**src/inc/vcpt_defs.vh**
```
// constants for the voltage channel phase trim stage
`ifndef VCPT_DEFS_VH
`define VCPT_DEFS_VH

// sample width of both channels
`define VCPT_SW 16
// trim code width, signed two's complement
`define VCPT_CW 8
// code at which no shift applies
`define VCPT_ZERO_CODE 8'sh0d
// master clock periods per trim step
`define VCPT_STEP_CLKS 4'h8
// width of the step divider
`define VCPT_DIV_W 4
// highest usable code, sets the depth of the voltage delay line
`define VCPT_MAX_CODE 8'sh3f
// number of voltage taps (codes 0 .. max)
`define VCPT_VDEPTH 64
// tap index width
`define VCPT_IW 6
// current line depth: zero code plus the one step the voltage tap read adds
`define VCPT_IDEPTH 14
// reset value of sample registers
`define VCPT_SAMPLE_RST 16'h0000
`define VCPT_DIV_RST 4'h0
`define VCPT_TAP_RST 6'h0d

`endif

```
**src/rtl/vcpt_phase_trim.v**
```verilog
// voltage channel phase trim: steps voltage samples against current
//
// Notes on behaviour
// - shift voltage channel only, current stays aligned
// - shift equals (code minus 13) times eight clocks
// - above 13 delays, below advances, 13 none
// - trim code is signed two's complement
// - range covers 0.72 lead, 1.84 lag; the code spans 13 steps lead (code 0) to 50 steps lag (code 63)
// - correction opposes error, scaled by line period
//
// An advance cannot be made in causal hardware, so both channels are
// delayed by the zero-point (13 steps); the voltage tap then moves
// earlier or later than the current tap. The net relative shift between
// the two channels is exactly (code - 13) steps of eight clocks.
// Codes outside 0 .. max are clamped and flagged.
// the current line is one stage deeper than the zero point because the
// voltage tap is read one step after capture; this keeps code 13 aligned.
// a new code takes effect at the next step, so the voltage output may
// jump by several samples when the tap moves; downstream must tolerate it.
`include "vcpt_defs.vh"

module vcpt_phase_trim (
  clk,
  resetn,
  phase_trim_code,
  trim_load,
  volt_in,
  curr_in,
  volt_out,
  curr_out,
  sample_tick,
  trim_clamped,
  active_tap
);
  input wire clk;
  input wire resetn;
  input wire [`VCPT_CW-1:0] phase_trim_code;
  input wire trim_load;
  input wire [`VCPT_SW-1:0] volt_in;
  input wire [`VCPT_SW-1:0] curr_in;
  output reg [`VCPT_SW-1:0] volt_out;
  output reg [`VCPT_SW-1:0] curr_out;
  output reg sample_tick;
  output reg trim_clamped;
  output reg [`VCPT_IW-1:0] active_tap;

  // map a signed code onto a tap index, clamping to the line
  function [`VCPT_IW:0] code_to_tap;
    input [`VCPT_CW-1:0] code;
    reg signed [`VCPT_CW-1:0] sc;
    begin
      sc = code;
      if (sc < 0) begin
        code_to_tap = {1'b1, {`VCPT_IW{1'b0}}};
      end else if (sc > `VCPT_MAX_CODE) begin
        code_to_tap = {1'b1, {`VCPT_IW{1'b1}}};
      end else begin
        code_to_tap = {1'b0, sc[`VCPT_IW-1:0]};
      end
    end
  endfunction

  // wrap-around count of master clocks within one step
  function [`VCPT_DIV_W-1:0] div_next;
    input [`VCPT_DIV_W-1:0] cnt;
    begin
      if (cnt == `VCPT_STEP_CLKS - 4'h1) begin
        div_next = `VCPT_DIV_RST;
      end else begin
        div_next = cnt + 4'h1;
      end
    end
  endfunction

  reg [`VCPT_DIV_W-1:0] div_q;
  reg [`VCPT_DIV_W-1:0] div_d;
  reg tick_q;
  reg tick_d;
  reg [`VCPT_IW-1:0] tap_q;
  reg [`VCPT_IW-1:0] tap_d;
  reg clamp_q;
  reg clamp_d;
  reg [`VCPT_SW-1:0] vline_q [0:`VCPT_VDEPTH-1];
  reg [`VCPT_SW-1:0] iline_q [0:`VCPT_IDEPTH-1];
  reg [`VCPT_SW-1:0] vtap_d;
  reg [`VCPT_SW-1:0] itap_d;
  wire [`VCPT_IW:0] map_w;
  integer k;

  assign map_w = code_to_tap(phase_trim_code);

  // step divider next state
  always @* begin
    div_d = div_next(div_q);
    tick_d = (div_q == `VCPT_STEP_CLKS - 4'h1);
  end

  // one step every eight master clocks
  always @(posedge clk or negedge resetn) begin
    if (!resetn) begin
      div_q <= `VCPT_DIV_RST;
    end else begin
      div_q <= div_d;
    end
  end

  // step pulse, one clock wide
  always @(posedge clk or negedge resetn) begin
    if (!resetn) begin
      tick_q <= 1'b0;
    end else begin
      tick_q <= tick_d;
    end
  end

  // trim code is held until the next load
  always @* begin
    tap_d = tap_q;
    clamp_d = clamp_q;
    if (trim_load) begin
      tap_d = map_w[`VCPT_IW-1:0];
      clamp_d = map_w[`VCPT_IW];
    end
  end

  // tap in use
  always @(posedge clk or negedge resetn) begin
    if (!resetn) begin
      tap_q <= `VCPT_TAP_RST;
    end else begin
      tap_q <= tap_d;
    end
  end

  // out of range flag for the last load
  always @(posedge clk or negedge resetn) begin
    if (!resetn) begin
      clamp_q <= 1'b0;
    end else begin
      clamp_q <= clamp_d;
    end
  end

  // voltage delay line, one stage per step
  always @(posedge clk or negedge resetn) begin
    if (!resetn) begin
      for (k = 0; k < `VCPT_VDEPTH; k = k + 1) begin
        vline_q[k] <= `VCPT_SAMPLE_RST;
      end
    end else if (tick_q) begin
      vline_q[0] <= volt_in;
      for (k = 1; k < `VCPT_VDEPTH; k = k + 1) begin
        vline_q[k] <= vline_q[k-1];
      end
    end
  end

  // current line fixed at one stage past the zero-point depth
  always @(posedge clk or negedge resetn) begin
    if (!resetn) begin
      for (k = 0; k < `VCPT_IDEPTH; k = k + 1) begin
        iline_q[k] <= `VCPT_SAMPLE_RST;
      end
    end else if (tick_q) begin
      iline_q[0] <= curr_in;
      for (k = 1; k < `VCPT_IDEPTH; k = k + 1) begin
        iline_q[k] <= iline_q[k-1];
      end
    end
  end

  // tap above zero-point is later, below is earlier
  always @* begin
    vtap_d = vline_q[tap_q];
    itap_d = iline_q[`VCPT_IDEPTH-1];
  end

  // outputs, each straight from its own flip-flop
  always @(posedge clk or negedge resetn) begin
    if (!resetn) begin
      volt_out <= `VCPT_SAMPLE_RST;
    end else if (tick_q) begin
      volt_out <= vtap_d;
    end
  end

  // current path, fixed depth
  always @(posedge clk or negedge resetn) begin
    if (!resetn) begin
      curr_out <= `VCPT_SAMPLE_RST;
    end else if (tick_q) begin
      curr_out <= itap_d;
    end
  end

  // marks a fresh sample pair
  always @(posedge clk or negedge resetn) begin
    if (!resetn) begin
      sample_tick <= 1'b0;
    end else begin
      sample_tick <= tick_q;
    end
  end

  // status mirrors of the held trim
  always @(posedge clk or negedge resetn) begin
    if (!resetn) begin
      trim_clamped <= 1'b0;
    end else begin
      trim_clamped <= clamp_q;
    end
  end

  always @(posedge clk or negedge resetn) begin
    if (!resetn) begin
      active_tap <= `VCPT_TAP_RST;
    end else begin
      active_tap <= tap_q;
    end
  end

endmodule

```
**config.mk**
```make
export PLATFORM = sky130hd
export DESIGN_NAME = vcpt_phase_trim
export DESIGN_NICKNAME = d
export VERILOG_FILES = /design/src/rtl/vcpt_phase_trim.v
export VERILOG_INCLUDE_DIRS = /design/src /design/src/inc
export SDC_FILE = /design/constraint.sdc
export NUM_CORES = 2
export LEC_CHECK = 0
export ABC_AREA = 1
export ABC_CLOCK_PERIOD_IN_PS = 3320
export BUFFER_PORTS_ARGS = -buffer_cell sky130_fd_sc_hd__buf_2
export CAP_MARGIN = 30
export CORE_MARGIN = 2
export CORE_UTILIZATION = 55
export CTS_BUF_LIST = sky130_fd_sc_hd__clkbuf_8 sky130_fd_sc_hd__clkbuf_16
export CTS_CLUSTER_DIAMETER = 60
export DETAILED_ROUTE_END_ITERATION = 7
export GPL_TIMING_DRIVEN = 0
export PLACE_DENSITY = 0.71
export REMOVE_ABC_BUFFERS = 1
export SYNTH_ARGS = -nofsm -noshare
export SYNTH_HDL_FRONTEND = slang
export SYNTH_SLANG_ARGS = --single-unit
```
**constraint.sdc**
```tcl
create_clock -name clk -period 3.32 [get_ports clk]
set_input_delay 0 -clock clk [delete_from_list [all_inputs] [get_ports clk]]
set_output_delay 0 -clock clk [all_outputs]
set_load 0.01 [all_outputs]
```
======== After elaboration in Yosys (flattened, before gate mapping) ========
Index checks and enable logic that the tools add are counted.
word-level totals
  register bits after elaboration ......... 1300
  output and inout bits ................... 40
cells by class
  add/subtract/negate cells ............... 1
  order comparisons ....................... 3
  equality and inequality tests ........... 1
  mux-type cells .......................... 6
  bitwise gates (word level) .............. 1
operators by type and width
  cell                   number
  $bmux W16 S6           1
  $mux W16               2
  $mux W7                2
  $gt A8 B7 Y1 const B   1
  $lt A8 B1 Y1 const B   1
  $ge A7 B7 Y1 const B   1
  $not A6 Y7             1
  $add A4 B1 Y4 const B  1
  $eq A4 B3 Y1 const B   1
  $mux W4                1

======== Depth between registers and ports, before layout ========
  depth after elaboration ................. 4
  gate-level depth with buffers ........... 14
  depth with buffers taken out ............ 11

======== Worst setup path after synthesis ========
No wires, ideal clock.
  path kind ............................... reg2reg
  start point ............................. register tap_q[0]
  end point ............................... register volt_out[13]
  setup time .............................. 0.117 ns
  data arrival time ....................... 1.540 ns
  path slack .............................. 1.664 ns
  cell stages (with the launch flop) ...... 15
  clock period less this slack ............ 1.656 ns
  path through ............................ dfstp_2 > buf_6 > inv_8 > buf_6 > buf_6 > nand2_1 > nand3_1 > nand3_1 > nand3_1 > nand2_1 > nand2_1 > nand3_1 > nand2_1 > nand2_1 > nand2_1
on the way
  longest elaborated chain between the ends .. 4
RTL lines
  item                                         RTL line               text
  start, declared                              vcpt_phase_trim.v:79   reg [`VCPT_IW-1:0] tap_q;
  start signal, assigned                       vcpt_phase_trim.v:129  tap_q <= `VCPT_TAP_RST;
  start signal, assigned                       vcpt_phase_trim.v:131  tap_q <= tap_d;
  $not A6 Y7 (not written as such)             vcpt_phase_trim.v:174  vtap_d = vline_q[tap_q];
  $bmux W16 S6                                 vcpt_phase_trim.v:174
  $mux W16 (not written as such) (2 in a row)  vcpt_phase_trim.v:174
  end signal, assigned                         vcpt_phase_trim.v:181  volt_out <= `VCPT_SAMPLE_RST;
  end signal, assigned                         vcpt_phase_trim.v:183  volt_out <= vtap_d;
  end, declared                                vcpt_phase_trim.v:41   output reg [`VCPT_SW-1:0] volt_out;
Every way passes these cells. The select of a mux whose other input is x is not followed.
A chain may end at the register's enable or synchronous reset.

======== Worst setup path in the final report ========
  start point ............................. register tap_q[1]
  end point ............................... register volt_out[11]
Same word-level chain as after synthesis.

==> impl_metrics.json <==
{
  "status": "finished clean",
  "synthCells": 7766,
  "p_int_uw": 26000,
  "grt_max_degree": 174,
  "ys.warnings.count": 0,
  "grt_pass1_wl_um": 237000,
  "dpl_cell_area_sq_mm": 0.0599,
  "setup-tns-final_ps": 0,
  "synth.most_common_cell": "nand2_1",
  "synth_edf_count": 0,
  "crit_slowest_cell": "dfrtp_4",
  "wire_per_inst_um": 15.6,
  "r2r-start": "tap_q[1]$_DFFE_PN0P_",
  "synth_area_leader_cell": "dfrtp_1",
  "comb_power_share_pct": 8.6,
  "min-delay-start": "volt_in[10]",
  "grt_usage_pct": 26.5,
  "ir_worst_vdd_mv": 0.562,
  "synth_area_leaders": "dfrtp_1, nand2_1, nand3_1, clkbuf_1, buf_2",
  "wirelength_um": 143000,
  "power.density_mw_per_mm2": 523,
  "n_antenna_cell": 0,
  "arrival_ps": 3790,
  "ios": 83,
  "max_slew_margin_pct": 34.6,
  "rsz0062_at_grt": "no",
  "clockBufferDepth": 3,
  "postSynthAreaPerCell_sq_um": 7.55,
  "period_needed_ps": 3160,
  "htreeDepth": 4,
  "critPathLaunchType": "flip-flop",
  "drive_above_1_share_pct": 5.21,
  "synth_seq_area_share_pct": 55.5,
  "synth_top_area_share_pct": 55.2,
  "ff2ff_setup_slack_ps": 160,
  "clkPwrFrac_pct": 44.4,
  "vias": 49100,
  "maxSlewViolCount": 0,
  "cts_root_buf": "clkbuf_16",
  "netlist_area_sq_mm": 0.0587,
  "crit_type": "flip-flop to flip-flop",
  "swShare_pct": 24.9,
  "cp_max_fo": 59,
  "core_area_sq_mm": 0.106,
  "pwr-share-seq_pct": 47.0,
  "viasPerCell": 5.37,
  "required_ps": 3940,
  "worstReg2RegEnd": "volt_out[11]$_DFFE_PN0P_",
  "fin_skew_ps": 16.1,
  "final_nets": 7695,
  "cp_num_buf_inv": 6,
  "drc": 0,
  "synth.distinct_cells": 17,
  "setup-violations-final": 0,
  "antenna_found_initial": 2,
  "hold_end": "vline_q[1018]$_DFFE_PN0P_",
  "pre_cts_ws_ps": -1740,
  "die_x_um": 331,
  "layout_setup_ws_ps": 155,
  "endpoint_kind": "flip-flop",
  "p_sw_uw": 8600,
  "routabilityCongestion": 0.726,
  "drt_first_pass_iters": 6,
  "maxCapViolCount": 0,
  "cp_top_family": "buffers and inverters",
  "dp_hpwl_um": 67500,
  "ys.flop_type": "dfrtp_1",
  "ys_ff_latch": 1300,
  "path_cells": "buf_16, buf_16, buf_16, inv_16, buf_16, buf_16, nand3_1, nand3_1, nand3_1, nand2_1, nand2_1, nand3_1, nand2_1, nand2_1, nand2_1",
  "die_y_um": 331,
  "synth_commonest_cells": "nand2_1, dfrtp_1, nand3_1, clkbuf_1, buf_2",
  "fin_crit_sh_pct": 95.3,
  "postLayoutCellArea_sq_mm": 0.0661,
  "p_leak_uw": 0.0356,
  "grt_pass1_vias": 46900,
  "drt_iter0_drc": 5309,
  "clock_latency_ps": 750,
  "max_freq_mhz": 316,
  "cts_buffers": 139,
  "rows": 119,
  "whs_path_depth": 4,
  "start_util_pct": 55.6,
  "grt-ovfl-total": 0,
  "area_delta_synth_final_pct": 12.7,
  "cts_tree": "done",
  "slowest_delay_ps": 510,
  "clk_pin_slew_worst_paths_ps": 60,
  "worstMarginPinSlew_ps": 980,
  "hold_path_class": "input port to flip-flop",
  "dieArea_sq_mm": 0.109,
  "ant_nets": 0,
  "async_flop_share_pct": 100,
  "fillCellCount": 8930,
  "hold_violations": 0,
  "ff2ff_path_depth": 15,
  "port_buffers": 82,
  "clock_sinks": 1300
}
layout make-up:
cell class	instances	area, sq um	area share, %
Clock buffer	179	4050	6.13
Clock inverter	69	561	0.848
Multi-Input combinational cell	5944	23500	35.6
Tap cell	1391	1740	2.63
Timing Repair Buffer	249	3540	5.35
Sequential cell	1300	32600	49.3
Inverter	16	111	0.168
Timing Repair inverter	1	8.76	0.0133
per-layer routing:
layer  vias to the layer above  GRT usage [%]  part of all wire, %
met4                         2           6.92                  2.2
met1                     23700           36.4                   45
li1                      23800              -                    -
met3                       224           4.37                  6.2
met5                         -              0                0.013
met2                      1409           44.1                   47
registers in the layout, summed over array words and instances, names as in the netlist:
signal and count:
volt_out 16, iline_q 208, curr_out 16, clamp_q 1, active_tap 6, sample_tick 1
div_next.cnt 4, vline_q 1024, itap_d 16, trim_clamped 1, tap_q 6, tick_q 1
power groups by stage:
stage	Sequential, uW	Combinational, uW	Clock [uW]
3_3_place_gp	17000	2190	0
6_report	16200	2970	15400
3_5_place_dp	16600	2530	0
2_1_floorplan	16700	1180	0
4_1_cts	16200	2950	15700
5_1_grt	16300	3260	16300
repair_timing:
item                                   in CTS  in global routing
setup buffers                               7                  0
gates resized for setup                     3                  1
endpoints found under the hold margin     382                  0
setup endpoints to repair                  17                 46
hold buffers                               88                  0
gates cloned                               14                  4
worst min-delay path, cell delays in order:
cell and delay [ps]:
dlygate4sd3_1 520, buf_2 100, nand2_1 60, o21ai_0 70
cell families after synthesis:
logic type	after synthesis	share of synthesized area, %
flops	1300	55.5
buf+inv	522	4.42
compound gates	29	0.247
simple gates	5912	39.8
xor+xnor	2	0.0299
fa+ha+maj	1	0.0213
stage by stage:
stage,total power (uW),utilization (%),hold slack (ps),instances
4_1_cts,34900,62.6,11.0,9146
5_1_grt,35800,62.6,38.2,9149
6_report,34600,62.6,36.1,9149
2_1_floorplan,17800,-,-296,7260
3_3_place_gp,19100,55.2,204,8733
3_5_place_dp,19100,56.7,-15.7,8789
cell usage in the layout (no fill, tap or decap), types with 4 or more instances in the layout:
cell type and n:
nand2_1 4979, clkinv_2 21, clkinv_8 10, o21ai_0 29
bufinv_16 5, nor2_1 4, dlygate4sd3_1 81, buf_12 9
bufbuf_16 11, inv_6 4, inv_1 39, buf_16 60
nand3_1 929, clkbuf_8 38, buf_2 81, dfrtp_1 1290
clkbuf_16 145
how the worst max path moves through the flow:
stage                                    start                  endpoint  slack, ps  cells past startpoint
final                     tap_q[1]$_DFFE_PN0P_  volt_out[11]$_DFFE_PN0P_        160                     15
after global routing      tap_q[1]$_DFFE_PN0P_  volt_out[11]$_DFFE_PN0P_         60                     15
after CTS                 tap_q[1]$_DFFE_PN0P_  volt_out[11]$_DFFE_PN0P_         50                     15
after detailed placement  tap_q[0]$_DFFE_PN1P_  volt_out[11]$_DFFE_PN0P_      -1740                     16
after global placement        tick_q$_DFF_PN0_   volt_out[6]$_DFFE_PN0P_    -256030                      3
after floorplan               tick_q$_DFF_PN0_   volt_out[0]$_DFFE_PN0P_    -113150                      3
Note: power is estimated with default switching activity, not from simulation.
